==> src/hbgc_pkg.sv <==
// Purpose: Constants and carriers for the H-bridge gate driver controller
// Assumes: sys_clk at 25 MHz, APB register access from software
// Notes:   Pulse, refresh and on-time limits are kept in ns and converted to cycles here; register reset values are in cycles
// Functional notes
// - Fault flags open collector, both high idle
// - Hold disabled until bootstraps charged, then pattern
// - Break high-side on-time over 1ms with 1us
// - Each PWM period leaves about 1us charging, except at duty 0, full duty or a period of 2us or less
// - Fast decay: PWM at 1, modulate direction
package hbgc_pkg;
  localparam int CLK_MHZ = 25;
  // Diagnosis clear pulse: centred in the 3.1 to 3.6 us window
  localparam int CLR_PULSE_NS = 3350;
  localparam int CLR_PULSE_CYC = (CLR_PULSE_NS * CLK_MHZ + 999) / 1000;
  // Refresh / charging gap for the bootstrap capacitor
  localparam int REFRESH_NS = 1000;
  localparam int REFRESH_CYC = (REFRESH_NS * CLK_MHZ + 999) / 1000;
  // Longest constant high-side on-time, as a parameter default
  localparam int HS_MAX_ON_NS = 1000000;
  localparam int HS_MAX_ON_CYC = HS_MAX_ON_NS * CLK_MHZ / 1000;
  // Register byte offsets
  localparam logic [7:0] CTRL_OFS = 8'h00;
  localparam logic [7:0] CMD_OFS = 8'h04;
  localparam logic [7:0] PERIOD_OFS = 8'h08;
  localparam logic [7:0] DUTY_OFS = 8'h0c;
  localparam logic [7:0] BOOT_OFS = 8'h10;
  localparam logic [7:0] STATUS_OFS = 8'h14;
  // CTRL and CMD field positions
  localparam int CTRL_AWAKE_BIT = 0;
  localparam int CTRL_RUN_BIT = 1;
  localparam int CTRL_FAST_BIT = 2;
  localparam int CTRL_DIR_BIT = 3;
  localparam int CMD_CLEAR_BIT = 0;
  // Reset values
  localparam logic [3:0] CTRL_RST = 4'h0;
  localparam logic [15:0] PERIOD_RST = 16'h04e2;
  localparam logic [15:0] DUTY_RST = 16'h0000;
  localparam logic [15:0] BOOT_RST = 16'h2710;

  typedef enum logic [1:0] {
    HBGC_OK, HBGC_OVERTEMP, HBGC_SHORT, HBGC_UNDERVOLT
  } hbgc_fault_t;

  // Pins driven toward the gate driver
  typedef struct packed {
    logic sleep_control_input;    // High keeps the driver awake
    logic deadtime_disable_input; // High = disable/clear level
    logic pwm;
    logic dir;
  } hbgc_drive_t;

  // Open-collector flags read back from the driver
  typedef struct packed {
    logic fault_shutdown_flag;
    logic fault_cause_flag;
  } hbgc_flags_t;
endpackage : hbgc_pkg
==> src/hbgc_host.sv <==
// Purpose: Host-side controller driving an H-bridge gate driver's pins
// Assumes: APB slave with zero wait states, one 25 MHz clock
// Notes:   Sequencing start-up, diagnosis clear, PWM with bootstrap care
//
// The implementer's own choices: the address map and register access over APB.
module hbgc_host #(
  parameter int HS_MAX_ON = hbgc_pkg::HS_MAX_ON_CYC // Refresh limit cycles
) (
  input wire logic sys_clk,                    // 25 MHz clock
  input wire logic reset,                      // Synchronous, active high
  input wire logic psel,                       // APB select
  input wire logic penable,                    // APB access phase
  input wire logic pwrite,                     // APB direction
  input wire logic [7:0] paddr,                // APB byte address
  input wire logic [31:0] pwdata,              // APB write data
  output logic [31:0] prdata,                  // APB read data
  output logic pready,                         // APB ready
  output logic pslverr,                        // APB error, unmapped
  output hbgc_pkg::hbgc_drive_t drive,         // Pins to the driver
  input wire hbgc_pkg::hbgc_flags_t flags_pin  // Fault flags, asynchronous
);
  import hbgc_pkg::*;

  typedef enum logic [2:0] {
    ST_SLEEP, ST_BOOT, ST_RUN, ST_CLEAR, ST_OFF
  } hbgc_state_t;

  ////////////////////////////////////////////////////////////////////////
  // Flag synchroniser: open-collector pins are outside our clock
  hbgc_flags_t flags_s1_reg;
  hbgc_flags_t flags_s2_reg;

  always_ff @(posedge sys_clk) begin
    if (reset) begin
      flags_s1_reg <= 2'b11;
      flags_s2_reg <= 2'b11;
    end else begin
      flags_s1_reg <= flags_pin;
      flags_s2_reg <= flags_s1_reg;
    end
  end

  // Decode of the flag pair; idle pull-ups read high
  function automatic hbgc_fault_t decode_flags(input hbgc_flags_t f);
    if (f.fault_shutdown_flag && f.fault_cause_flag)
      decode_flags = HBGC_OK;
    else if (f.fault_shutdown_flag)
      decode_flags = HBGC_OVERTEMP;
    else if (f.fault_cause_flag)
      decode_flags = HBGC_SHORT;
    else
      decode_flags = HBGC_UNDERVOLT;
  endfunction : decode_flags

  hbgc_fault_t fault_now;
  assign fault_now = decode_flags(flags_s2_reg);

  ////////////////////////////////////////////////////////////////////////
  // Register state
  logic [3:0] ctrl_reg, ctrl_next;
  logic [15:0] period_reg, period_next;
  logic [15:0] duty_reg, duty_next;
  logic [15:0] boot_reg, boot_next;
  logic clr_pend_reg, clr_pend_next;
  logic [31:0] prdata_reg, prdata_next;
  logic err_reg, err_next;
  hbgc_state_t state_reg, state_next;
  logic [15:0] cnt_reg, cnt_next;

  logic wr_acc;
  logic setup;
  logic clr_taken;
  assign setup = psel && !penable;
  assign wr_acc = psel && penable && pwrite;
  assign clr_taken = (state_reg == ST_RUN) && clr_pend_reg;

  // Address check used by the error logic for reads and writes
  function automatic logic mapped(input logic [7:0] a);
    mapped = (a == CTRL_OFS) || (a == CMD_OFS) || (a == PERIOD_OFS) ||
             (a == DUTY_OFS) || (a == BOOT_OFS) || (a == STATUS_OFS);
  endfunction : mapped

  // Register writes, read capture in setup so data is flopped at access
  always_comb begin
    ctrl_next = ctrl_reg;
    period_next = period_reg;
    duty_next = duty_reg;
    boot_next = boot_reg;
    clr_pend_next = clr_pend_reg;
    prdata_next = prdata_reg;
    err_next = err_reg;
    if (clr_taken)
      clr_pend_next = 1'b0;
    if (wr_acc) begin
      if (paddr == CTRL_OFS) begin
        ctrl_next = pwdata[3:0];
      end else if (paddr == CMD_OFS) begin
        // Set wins over the consume in the same cycle
        if (pwdata[CMD_CLEAR_BIT])
          clr_pend_next = 1'b1;
      end else if (paddr == PERIOD_OFS) begin
        period_next = pwdata[15:0];
      end else if (paddr == DUTY_OFS) begin
        duty_next = pwdata[15:0];
      end else if (paddr == BOOT_OFS) begin
        boot_next = pwdata[15:0];
      end
    end
    if (setup) begin
      err_next = !mapped(paddr);
      prdata_next = 32'h0000_0000;
      if (paddr == CTRL_OFS) begin
        prdata_next = {28'h0000000, ctrl_reg};
      end else if (paddr == CMD_OFS) begin
        prdata_next = {31'h00000000, clr_pend_reg};
      end else if (paddr == PERIOD_OFS) begin
        prdata_next = {16'h0000, period_reg};
      end else if (paddr == DUTY_OFS) begin
        prdata_next = {16'h0000, duty_reg};
      end else if (paddr == BOOT_OFS) begin
        prdata_next = {16'h0000, boot_reg};
      end else if (paddr == STATUS_OFS) begin
        prdata_next = {25'h0, state_reg, fault_now, flags_s2_reg};
      end
    end
  end

  always_ff @(posedge sys_clk) begin
    if (reset) begin
      ctrl_reg <= CTRL_RST;
      period_reg <= PERIOD_RST;
      duty_reg <= DUTY_RST;
      boot_reg <= BOOT_RST;
      clr_pend_reg <= 1'b0;
      prdata_reg <= 32'h0000_0000;
      err_reg <= 1'b0;
    end else begin
      ctrl_reg <= ctrl_next;
      period_reg <= period_next;
      duty_reg <= duty_next;
      boot_reg <= boot_next;
      clr_pend_reg <= clr_pend_next;
      prdata_reg <= prdata_next;
      err_reg <= err_next;
    end
  end

  assign pready = 1'b1;
  assign prdata = prdata_reg;
  assign pslverr = psel && penable && err_reg;

  ////////////////////////////////////////////////////////////////////////
  // Sequencer for sleep, bootstrap charging, clear pulse and shutdown
  logic awake;
  logic run;
  assign awake = ctrl_reg[CTRL_AWAKE_BIT];
  assign run = ctrl_reg[CTRL_RUN_BIT];

  always_comb begin
    state_next = state_reg;
    cnt_next = cnt_reg + 16'h0001;
    case (state_reg)
      ST_SLEEP: begin
        // Waking reinitialises the driver, so always recharge first
        if (awake) begin
          state_next = ST_BOOT;
          cnt_next = 16'h0000;
        end
      end
      ST_BOOT: begin
        // Disable stays high while bootstraps charge
        if (!awake) begin
          state_next = ST_SLEEP;
        end else if (cnt_reg >= boot_reg && run) begin
          state_next = ST_RUN;
          cnt_next = 16'h0000;
        end else if (cnt_reg >= boot_reg) begin
          cnt_next = cnt_reg;
        end
      end
      ST_RUN: begin
        cnt_next = 16'h0000;
        if (!awake)
          state_next = ST_SLEEP;
        else if (!run)
          state_next = ST_OFF;
        else if (clr_pend_reg)
          state_next = ST_CLEAR;
      end
      ST_CLEAR: begin
        // Pulse length sits inside the clear window, far below shutdown
        if (cnt_reg == 16'(CLR_PULSE_CYC - 1)) begin
          state_next = ST_RUN;
          cnt_next = 16'h0000;
        end
      end
      ST_OFF: begin
        cnt_next = 16'h0000;
        if (!awake)
          state_next = ST_SLEEP;
        else if (run)
          state_next = ST_BOOT;
      end
      default: begin
        state_next = ST_SLEEP;
      end
    endcase
  end

  always_ff @(posedge sys_clk) begin
    if (reset) begin
      state_reg <= ST_SLEEP;
      cnt_reg <= 16'h0000;
    end else begin
      state_reg <= state_next;
      cnt_reg <= cnt_next;
    end
  end

  ////////////////////////////////////////////////////////////////////////
  // PWM pattern with a charging gap each period and long-on refresh
  logic [15:0] pcnt_reg, pcnt_next;
  logic [15:0] duty_lim;
  logic pat_raw;
  logic pat_reg, pat_next;
  logic [15:0] hold_reg, hold_next;
  logic [15:0] fresh_reg, fresh_next;
  logic pat_out;

  // Keep a charging gap of low and high time per period, except at duty 0, duty at or above the period, or a period of 50 cycles or less
  always_comb begin
    if (period_reg <= 16'(2 * REFRESH_CYC))
      duty_lim = 16'h0000;
    else if (duty_reg == 16'h0000 || duty_reg >= period_reg)
      duty_lim = duty_reg;
    else if (duty_reg > period_reg - 16'(REFRESH_CYC))
      duty_lim = period_reg - 16'(REFRESH_CYC);
    else if (duty_reg < 16'(REFRESH_CYC))
      duty_lim = 16'(REFRESH_CYC);
    else
      duty_lim = duty_reg;
  end

  assign pat_raw = (pcnt_reg < duty_lim);
  assign pat_out = (fresh_reg != 16'h0000) ? !pat_reg : pat_reg;

  always_comb begin
    pcnt_next = (pcnt_reg + 16'h0001 >= period_reg) ? 16'h0000 :
                pcnt_reg + 16'h0001;
    pat_next = pat_raw;
    hold_next = hold_reg;
    fresh_next = fresh_reg;
    if (fresh_reg != 16'h0000) begin
      fresh_next = fresh_reg - 16'h0001;
      hold_next = 16'h0000;
    end else if (pat_raw != pat_reg) begin
      hold_next = 16'h0000;
    end else if (hold_reg >= 16'(HS_MAX_ON - 1)) begin
      // A level held this long starves the bootstrap: flip briefly
      fresh_next = 16'(REFRESH_CYC);
      hold_next = 16'h0000;
    end else begin
      hold_next = hold_reg + 16'h0001;
    end
  end

  always_ff @(posedge sys_clk) begin
    // Pattern keeps running through a clear pulse
    if (reset || (state_reg != ST_RUN && state_reg != ST_CLEAR)) begin
      pcnt_reg <= 16'h0000;
      pat_reg <= 1'b0;
      hold_reg <= 16'h0000;
      fresh_reg <= 16'h0000;
    end else begin
      pcnt_reg <= pcnt_next;
      pat_reg <= pat_next;
      hold_reg <= hold_next;
      fresh_reg <= fresh_next;
    end
  end

  ////////////////////////////////////////////////////////////////////////
  // Pin drive, all from flip-flops
  hbgc_drive_t drive_reg, drive_next;

  always_comb begin
    drive_next.sleep_control_input = (state_reg != ST_SLEEP);
    // Low level only while running; dead time stays with the driver
    drive_next.deadtime_disable_input = (state_reg != ST_RUN);
    drive_next.pwm = 1'b0;
    drive_next.dir = 1'b0;
    if (state_reg == ST_RUN || state_reg == ST_CLEAR) begin
      if (ctrl_reg[CTRL_FAST_BIT]) begin
        drive_next.pwm = 1'b1;
        drive_next.dir = pat_out;
      end else begin
        drive_next.pwm = pat_out;
        drive_next.dir = ctrl_reg[CTRL_DIR_BIT];
      end
    end
  end

  always_ff @(posedge sys_clk) begin
    if (reset)
      drive_reg <= 4'b0100;
    else
      drive_reg <= drive_next;
  end

  assign drive = drive_reg;

endmodule : hbgc_host

==> config.mk <==
export PLATFORM = sky130hd
export DESIGN_NAME = hbgc_host
export DESIGN_NICKNAME = d
export VERILOG_FILES = /design/src/hbgc_pkg.sv /design/src/hbgc_host.sv
export SDC_FILE = /design/constraint.sdc
export NUM_CORES = 1
export LEC_CHECK = 0
export BUFFER_PORTS_ARGS = -buffer_cell sky130_fd_sc_hd__buf_2
export CAP_MARGIN = 10
export CORE_MARGIN = 1.5
export CORE_UTILIZATION = 55
export CTS_CLUSTER_DIAMETER = 50
export DETAILED_ROUTE_END_ITERATION = 6
export MAX_ROUTING_LAYER = met4
export PLACE_DENSITY = 0.75
export SKIP_CTS_REPAIR_TIMING = 1
export SYNTH_ARGS = -nofsm -noshare
export SYNTH_HDL_FRONTEND = slang
export SYNTH_SLANG_ARGS = --single-unit
==> constraint.sdc <==
create_clock -name sys_clk -period 10.8 [get_ports sys_clk]
set_input_delay 0.54 -clock sys_clk [delete_from_list [all_inputs] [get_ports sys_clk]]
set_output_delay 0.54 -clock sys_clk [all_outputs]
set_load 0.02 [all_outputs]
Word-level counts from Yosys, hierarchy flattened
Cells that the tools add are included.
Storage, ports and cells
  flip-flop bits (word level): 162
  output and inout bits: 38
  word-level logic and storage cells: 133
  input port bits: 47
Cells by class
  reductions and logical operators: 35
  equal/unequal tests: 20
  multiplexer cells: 39
  order comparisons: 8
  bitwise logic cells: 5
  $add $sub $neg: 5
Operators by type and width (number)
  16-bit two-way mux: 17
  16-bit one-hot mux with 4 select lines: 1
  16-bit by 1-bit adder with 16-bit output, second input constant: 3
  16-bit >= comparator: 3
  3-bit two-way mux: 9
  16-bit by 7-bit equality test with 1-bit output, second input constant: 1
  8-bit by 4-bit equality test with 1-bit output, second input constant: 2
  8-bit by 5-bit equality test with 1-bit output, second input constant: 2
  16-bit by 15-bit >= comparator with 1-bit output, second input constant: 1
  16-bit > comparator: 1
  16-bit by 6-bit <= comparator with 1-bit output, second input constant: 1
  16-bit zero test: 1
  16-bit < comparator: 1
  16-bit by 5-bit < comparator with 1-bit output, second input constant: 1
  16-bit nonzero test: 1
  16-bit by 1-bit subtractor with 16-bit output, second input constant: 1
  16-bit by 5-bit subtractor with 16-bit output, second input constant: 1
  3-bit one-hot mux with 5 select lines: 1
  5-bit AND reduction: 2
  8-bit by 3-bit equality test with 1-bit output, second input constant: 1
  1-bit logical AND: 8
  8-bit zero test: 1
  1-bit logical OR: 8
  4-bit inequality test, second input constant: 2
  other kinds (20): 42

Logic depth before layout (Yosys ltp)
Gate-level depths: netlist (run 1).
  depth after elaboration: 9
  mapped depth: 27

Least setup slack after synthesis (run 1)
OpenSTA, ideal clock, no wires.
  path kind: register -> register
  start: reg period_reg[0]
  end: reg fresh_reg[3]
  data required time: 10.722 ns
  data arrival time: 5.207 ns
  buffers on the path: 1
  slack: 5.515 ns
  stages on the path, launching flop included: 26
  path through: dfxtp_1 > inv_1 > ha_1 > nand2_1 > a31oi_1 > nand3_1 > xnor2_1 > ha_1 > a21oi_1 > a21boi_0 > o31ai_1 > o211ai_1 > o211ai_1 > clkbuf_1 > nand2_1 > o21ai_0 > nand2_1 > ha_1 > a21o_1 > a21o_1 > a221oi_1 > o2111ai_1 > a41o_2 > mux2i_1 > or4_1 > nor3_1
On the way
  cells in the longest elaborated chain, start to end: 9
  elaborated cells on any way between the ends: 12
Ends and longest elaborated chain
  start: declaration: line hbgc_host.sv:61  | logic [15:0] period_reg, period_next;
  start signal: assignment: line hbgc_host.sv:139  | period_reg <= period_next;
  16-bit by 5-bit subtractor with 16-bit output: line hbgc_host.sv:236, hbgc_host.sv:237
  16-bit > comparator: line hbgc_host.sv:236  | else if (duty_reg > period_reg - 16'(REFRESH_CYC))
  16-bit two-way mux: line hbgc_host.sv:236
  16-bit two-way mux: line hbgc_host.sv:234  | else if (duty_reg == 16'h0000 || duty_reg >= period_reg)
  16-bit two-way mux *: line hbgc_host.sv:232  | if (period_reg <= 16'(2 * REFRESH_CYC))
  16-bit < comparator *: line hbgc_host.sv:244  | assign pat_raw = (pcnt_reg < duty_lim);
  1-bit inequality test *: line hbgc_host.sv:256  | end else if (pat_raw != pat_reg) begin
  2-bit inequality test (no source line) *
  2-bit AND reduction (no source line) *
  end signal: assignment: line hbgc_host.sv:278  | fresh_reg <= fresh_next;
  end: declaration: line hbgc_host.sv:227  | logic [15:0] fresh_reg, fresh_next;
Mark *: on every way between the ends. The rest lies on a longest branch, timed or not.
A chain may end at the register's enable or synchronous reset.

Worst setup path after layout (run 1)
  start: reg period_reg[1]
  end: reg hold_reg[9]
On the way
  cells in the longest elaborated chain, start to end: 8
  elaborated cells on any way between the ends: 11
Ends and longest elaborated chain
  16-bit by 5-bit subtractor with 16-bit output: line hbgc_host.sv:236, hbgc_host.sv:237
  16-bit > comparator: line hbgc_host.sv:236
  16-bit two-way mux: line hbgc_host.sv:236
  16-bit two-way mux: line hbgc_host.sv:234
  16-bit two-way mux *: line hbgc_host.sv:232
  16-bit < comparator *: line hbgc_host.sv:244
  1-bit inequality test *: line hbgc_host.sv:256
  4-bit OR reduction (no source line) *
  end signal: assignment: line hbgc_host.sv:277  | hold_reg <= hold_next;
  end: declaration: line hbgc_host.sv:226  | logic [15:0] hold_reg, hold_next;
Marked as above.

==> flow_summary_export.csv, run 1 <==
group,metric,value,unit
run_status,status,"finished, final reports clean",
floorplan,rows,46,
floorplan,design.core.area,15800,um2
sta,final-max-slew-violation-count,0,
placed_design,place.port_buffers,51,
floorplan,die_h,130,um
grt,grt_overflow,0,
placed_design,post-dp-hpwl,15500,um
grt,grt_busiest_layer,"met2",
detailed_routing,vias_per_cell,5.81,
grt,antenna_found_initial,0,
detailed_routing,via_count,7882,
sta,fin_setup_tns,0,ns
power_and_ir_drop,power_density,122,nW/um2
floorplan,die_w,130,um
clocking,clock-root-buffer,"sky130_fd_sc_hd__clkbuf_16",
cells_and_area,area_of_the_multi_input_gates,5500,um2
floorplan,fp.dieArea,16900,um2
logic_synthesis,synthCells,1098,
sta,setup-violations-final,0,
sta,max_slew_margin,0.210,
detailed_routing,drt_drc_violations_left,0,
setup_path,critical_path.max_fanout,16,
detailed_routing,first_iter_violations,570,
clocking,numClockSinks,146,
cells_and_area,filler_cell_count,1419,
placed_design,placement_stage_worst_setup_slack,4.27,ns
grt,gr_met3_demand_resource,0.0496,
setup_path,critical_path_required,11.13,ns
cells_and_area,most-common-layout-cells,"sky130_fd_sc_hd__nand2_1 (171), sky130_fd_sc_hd__dfxtp_1 (146), sky130_fd_sc_hd__a21oi_1 (97)",
grt,first_global_vias,7334,
grt,grt_first_pass_wirelength,35100,um
grt,grt_max_degree,70,
sta,final.min_clock_period,6.27,ns
clocking,worst_skew_pair.late_latency,0.43,ns
sta,finalHoldViolCount,0,
sta,final.period_utilization,0.580,
sta,fin_worst_hold_slack,0.293,ns
logic_synthesis,mappedNetlistArea,8860,um2
sta,skew,0.0123,ns
logic_synthesis,synth_area_leader_cell,"sky130_fd_sc_hd__dfxtp_1",
grt,global_route.usage.met1,0.337,
detailed_routing,finalWirelength,21000,um
logic_synthesis,synth.top_cell.area_share,0.330,
logic_synthesis,synth_seq_area_share,0.330,
cells_and_area,nets,1263,
detailed_routing,avgRoutedWirePerCell,15.5,um
logic_synthesis,yosys_warnings,0,
logic_synthesis,synth_cell_types,64,
power_and_ir_drop,ir_worst_vdd,0.116,mV
clocking,cts_made_buffers,17,
sta,max_freq,160,MHz
clocking,cts.path.max_buffers,2,
grt,grt_util_met2,0.440,
setup_path,cp.arrival,6.60,ns
floorplan,io_pins,85,
logic_synthesis,synth_async_sr_flop_share,0,
placed_design,post_dp_cell_area,9200,um2
grt,grtUsageTotal,0.267,
clocking,tritoncts,"built",
cells_and_area,areaGrowthSynthToFinish,10.6,%
run,cap_viol_max_count,0,
cells_and_area,insertedDiodeCount,0,
clocking,cts-htree-levels,4,
detailed_routing,ant_nets,0,
setup_path,worst_setup_path_end_kind,"flop",
setup_path,critPathKind,"flop to flop",
cells_and_area,layout.cells.most_common,"sky130_fd_sc_hd__nand2_1",
logic_synthesis,synth.top_cells.by_area,"sky130_fd_sc_hd__dfxtp_1 (33%), sky130_fd_sc_hd__ha_1 (12%), sky130_fd_sc_hd__nand2_1 (7.2%)",
floorplan,initial_core_util,0.560,
cells_and_area,share_of_layout_cells_above_drive_strength_1,0.107,
sta,rsz_0062_raised_after_global_routing,"false",
setup_path,start_kind,"flop",
clocking,path_clk_slew,0.07,ns
placed_design,gpl.final_weighted_congestion,0.933,
min_path,type_of_the_tightest_min_delay_check,"input pin to flop",
logic_synthesis,postSynthAreaPerCell,8.07,um2
cells_and_area,finalInstanceArea,9800,um2
cells_and_area,ff_latch_area,2920,um2
sta,final.setup.worst_slack,4.53,ns
logic_synthesis,synth-edff-count,0,
logic_synthesis,postSynthRegisterBits,146,
detailed_routing,first_pass_iters,7,
logic_synthesis,synth_flop_cell,"sky130_fd_sc_hd__dfxtp_1",
sta,worst_pin_slew,1.18,ns
power_and_ir_drop,lkg_pwr,3.92,nW
[cells in the mapped netlist, drive strengths merged (3+ instances only)]
cell	n
nand2	172
dfxtp	146
a21oi	98
nor2	87
ha	86
inv	51
o21ai	40
clkbuf	39
xnor2	36
a211oi	32
nand3	28
nand4	28
buf	25
xor2	25
nor3	21
or3	20
a21o	18
o211ai	17
mux2i	15
nor4	13
or4	11
a222oi	9
nand2b	9
and3	8
or2	8
a31oi	6
a2111oi	4
a221oi	4
o21a	4
o221ai	4
o31ai	4
and2	3
o2111ai	3
[cell type report]
cell class / instances / area share
tap: 216 / 0.0276
multi-input combinational: 853 / 0.561
clock inverter: 11 / 0.0130
timing repair buffer: 61 / 0.0345
clock buffer: 19 / 0.0462
sequential: 146 / 0.298
inverter: 51 / 0.0195
[worst max-delay path, cell delays in order (launching register included)]
cell and delay (ns):
sky130_fd_sc_hd__dfxtp_1 0.36, sky130_fd_sc_hd__inv_1 0.17, sky130_fd_sc_hd__ha_1 0.21, sky130_fd_sc_hd__nand2_1 0.08, sky130_fd_sc_hd__a31oi_1 0.45, sky130_fd_sc_hd__nand4_1 0.18, sky130_fd_sc_hd__xnor2_1 0.17, sky130_fd_sc_hd__ha_1 0.33
sky130_fd_sc_hd__nand4_1 0.13, sky130_fd_sc_hd__nor2_1 0.20, sky130_fd_sc_hd__nand2_1 0.11, sky130_fd_sc_hd__o211ai_1 0.35, sky130_fd_sc_hd__nand3_1 0.44, sky130_fd_sc_hd__o21ai_0 0.30, sky130_fd_sc_hd__nand2_1 0.09, sky130_fd_sc_hd__ha_1 0.33
sky130_fd_sc_hd__a21o_1 0.11, sky130_fd_sc_hd__a21o_1 0.12, sky130_fd_sc_hd__a21oi_1 0.07, sky130_fd_sc_hd__o41ai_1 0.76, sky130_fd_sc_hd__inv_1 0.20, sky130_fd_sc_hd__or3_1 0.68, sky130_fd_sc_hd__a211oi_1 0.33
[metal layers]
layer	routed length [um]	up-vias	share of wire
li1	-	3964	-
met1	9770	3728	0.47
met2	10100	162	0.48
met3	881	28	0.042
met4	296	0	0.014
met5	0	-	0
[where the power goes]
group	internal [mW]	total (mW)	switching (mW)
clock	0.351	0.590	0.238
sequential	0.545	0.550	0.00499
combinational	0.0173	0.0536	0.0363
total	0.913	1.19	0.280
[cell families (layout without fill, tap and decap cells)]
| logic type | count (synthesis) | after routing | synth area share |
|---|---|---|---|
| AOI/OAI and AO/OA | 259 | 259 | 0.192 |
| xor gates and xnor gates | 61 | 61 | 0.0603 |
| adders and majority gates | 86 | 86 | 0.121 |
| buffers and inverters | 115 | 142 | 0.0583 |
| DFF | 146 | 146 | 0.330 |
| muxes | 15 | 15 | 0.0169 |
| other | 2 | 18 | 0.000847 |
| and+or+nand+nor | 414 | 414 | 0.220 |
[worst paths after layout]
kind                                       from               to  slack (ns)  depth (start not counted)
worst max-delay path              period_reg[1]      hold_reg[9]        4.53                         22
worst min-delay path               flags_pin[0]  flags_s1_reg[0]        0.29                          2
worst max register to register    period_reg[1]      hold_reg[9]        4.53                         22
worst min register to register  flags_s1_reg[1]  flags_s2_reg[1]        0.41                          1
[stage by stage]
stage          total power [mW]  cells   util
2_1_floorplan             0.601   1114      -
3_3_place_gp              0.614   1325  0.581
3_5_place_dp              0.615   1325  0.581
4_1_cts                    1.20   1355  0.618
5_1_grt                    1.23   1357  0.619
6_report                   1.19   1357  0.619
(Power assumes the default switching activity.)
==> run 2, diff against run 1 <==
- CORE_UTILIZATION: 55 -> 54
- PLACE_DENSITY: 0.75 -> 0.77
- clock period: 10.8 -> 5.2 ns (I/O delays scaled with it)
==> run 2 against run 1 <==
Compared with the run above:
- via count grew 6.0%
- largest cell class unchanged
- register-to-register slack lost 4.4 ns
- sequential share of layout area shrank 2.3 points
- worst setup slack lost 4.4 ns
- clock power grew 120%
- total power grew 110%
- final cell count grew 4.7%
- wire length grew 12%
- clock skew shrank 0.0017 ns
- global-route usage grew 0.92 points
- utilization grew 4.8 points
- largest power group unchanged
- critical endpoint is now hold_reg[0]
==> flow_summary_export.csv, run 2 (same netlist as run 1, synthesis figures left out) <==
group,metric,value,unit
run_status,status,"finished, final reports clean",
detailed_routing,vias_per_cell,5.88,
setup_path,worst_setup_path_end_kind,"flop",
setup_path,critical_path.max_fanout,8,
floorplan,die_w,131,um
placed_design,post_dp_cell_area,9570,um2
cells_and_area,insertedDiodeCount,0,
detailed_routing,finalWirelength,23500,um
power_and_ir_drop,power_density,238,nW/um2
floorplan,design.core.area,15900,um2
power_and_ir_drop,lkg_pwr,4.30,nW
floorplan,rows,46,
sta,max_slew_margin,0.186,
setup_path,timing.critical_path.slowest_stage_cell,"sky130_fd_sc_hd__dfxtp_4",
cells_and_area,nets,1325,
run,cap_viol_max_count,0,
clocking,cts.path.max_buffers,2,
detailed_routing,first_iter_violations,667,
grt,grt_max_degree,69,
grt,grt_overflow,0,
clocking,path_clk_slew,0.07,ns
clocking,clock-root-buffer,"sky130_fd_sc_hd__clkbuf_16",
detailed_routing,first_pass_iters,6,
detailed_routing,wl_met1,9650,um
clocking,tritoncts,"built",
detailed_routing,routed.top_layer,"met4",
setup_path,crit_buf_inv,4,
sta,final.period_utilization,0.974,
placed_design,place.port_buffers,51,
cells_and_area,finalInstanceArea,10600,um2
floorplan,initial_core_util,0.556,
detailed_routing,drt_drc_violations_left,0,
cells_and_area,layout.cells.most_common,"sky130_fd_sc_hd__nand2_1",
min_path,type_of_the_tightest_min_delay_check,"input pin to flop",
detailed_routing,ant_nets,0,
floorplan,die_h,131,um
sta,max_freq,197,MHz
grt,antenna_found_initial,0,
grt,grt_first_pass_wirelength,37900,um
sta,fin_setup_tns,0,ns
sta,finalHoldViolCount,0,
sta,worst_pin_slew,1.22,ns
setup_path,critPathKind,"flop to flop",
detailed_routing,avgRoutedWirePerCell,16.5,um
cells_and_area,areaGrowthSynthToFinish,20.0,%
clocking,numClockSinks,146,
power_and_ir_drop,total_power,2.53,mW
power_and_ir_drop,ir_worst_vdd,0.260,mV
clocking,worst_skew_pair.late_latency,0.44,ns
sta,final-max-slew-violation-count,0,
sta,final.min_clock_period,5.06,ns
clocking,cts_made_buffers,17,
detailed_routing,met2_length,11800,um
setup_path,cp.arrival,5.41,ns
sta,skew,0.0106,ns
sta,setup-violations-final,0,
floorplan,fp.dieArea,17200,um2
detailed_routing,via_count,8355,
placed_design,post-dp-hpwl,16800,um
setup_path,start_kind,"flop",
floorplan,io_pins,85,
grt,grtUsageTotal,0.276,
cells_and_area,share_of_layout_cells_above_drive_strength_1,0.188,
setup_path,cpLargestDelayFamily,"compound AO/OA/AOI/OAI gates",
placed_design,gpl.final_weighted_congestion,0.948,
setup_path,critical-path-max-stage-delay,0.36,ns
grt,first_global_vias,7967,
clocking,cts-htree-levels,4,
detailed_routing,routed-wl-met3,1200,um
setup_path,critical_path_required,5.55,ns
cells_and_area,most-common-layout-cells,"sky130_fd_sc_hd__nand2_1 (168), sky130_fd_sc_hd__dfxtp_1 (143), sky130_fd_sc_hd__a21oi_1 (96)",
run 2: changes by cell type in the layout (fill, tap and decap cells not counted), sizes merged:
cell         before  now
inv              54   60
buf              61  120
clkbuf           19   18
dlygate4sd3       0    2
clkinv            3    2
clkinvlp          3    2
run 2: metal layers:
| metal | GRT usage | up-vias |
|---|---|---|
| met5 | - | - |
| met4 | 0.115 | 0 |
| met3 | 0.0482 | 68 |
| met2 | 0.474 | 257 |
| met1 | 0.318 | 3941 |
| li1 | - | 4089 |
run 2: final cells by class:
type	instances	area, um2
multi-input cells	853	5790
fillers	1343	5310
well taps	216	270
repair buffers	123	841
inverters	51	194
flip-flops and latches	146	2930
clock buffers	17	425
clock inverters	15	189
run 2: where the power goes:
| group | total (mW) | switching [mW] | internal (mW) | leakage (nW) |
|---|---|---|---|---|
| combinational | 0.116 | 0.0773 | 0.0387 | 2.82 |
| clock | 1.28 | 0.546 | 0.731 | 0.296 |
| sequential | 1.14 | 0.0101 | 1.13 | 1.18 |
| total | 2.53 | 0.633 | 1.90 | 4.30 |
run 2: worst paths after layout:
kind / depth (start not counted) / start / slack (ns) / endpoint
setup / recovery: 27 / period_reg[0] / 0.14 / hold_reg[0]
setup reg to reg: 27 / period_reg[0] / 0.14 / hold_reg[0]
hold / removal: 3 / pwdata[14] / 0.09 / period_reg[14]
hold reg to reg: 1 / flags_s1_reg[1] / 0.41 / flags_s2_reg[1]
run 2: worst reg2reg max path, stage by stage, from the launching register on:
cell,delay [ns]
sky130_fd_sc_hd__dfxtp_4,0.36
sky130_fd_sc_hd__nor3_2,0.27
sky130_fd_sc_hd__or3_4,0.19
sky130_fd_sc_hd__nand2_4,0.07
sky130_fd_sc_hd__nor4_2,0.17
sky130_fd_sc_hd__xnor2_1,0.21
sky130_fd_sc_hd__ha_1,0.31
sky130_fd_sc_hd__nand4_1,0.16
sky130_fd_sc_hd__nor2_1,0.08
sky130_fd_sc_hd__a211oi_2,0.21
sky130_fd_sc_hd__o211ai_1,0.14
sky130_fd_sc_hd__o211ai_1,0.21
sky130_fd_sc_hd__buf_4,0.19
sky130_fd_sc_hd__buf_6,0.10
sky130_fd_sc_hd__nand2_2,0.04
sky130_fd_sc_hd__o21ai_1,0.09
sky130_fd_sc_hd__nand2_1,0.11
sky130_fd_sc_hd__ha_4,0.29
sky130_fd_sc_hd__a21oi_4,0.12
sky130_fd_sc_hd__o21ai_2,0.09
sky130_fd_sc_hd__a221oi_4,0.34
sky130_fd_sc_hd__o2111ai_1,0.16
sky130_fd_sc_hd__a41o_2,0.29
sky130_fd_sc_hd__buf_6,0.13
sky130_fd_sc_hd__a21oi_4,0.15
sky130_fd_sc_hd__o21ai_4,0.09
sky130_fd_sc_hd__clkbuf_16,0.19
sky130_fd_sc_hd__a211oi_2,0.20
run 2: through the flow:
stage | worst slack, ns | utilization | std cells | hold slack [ns]
2_1_floorplan | 0.0293 | - | 1114 | 0.364
3_3_place_gp | -0.0829 | 0.600 | 1372 | 0.391
3_5_place_dp | -0.258 | 0.600 | 1372 | 0.394
4_1_cts | -0.295 | 0.639 | 1404 | -0.00798
5_1_grt | -0.137 | 0.667 | 1421 | 0.0877
6_report | 0.135 | 0.667 | 1421 | 0.0887
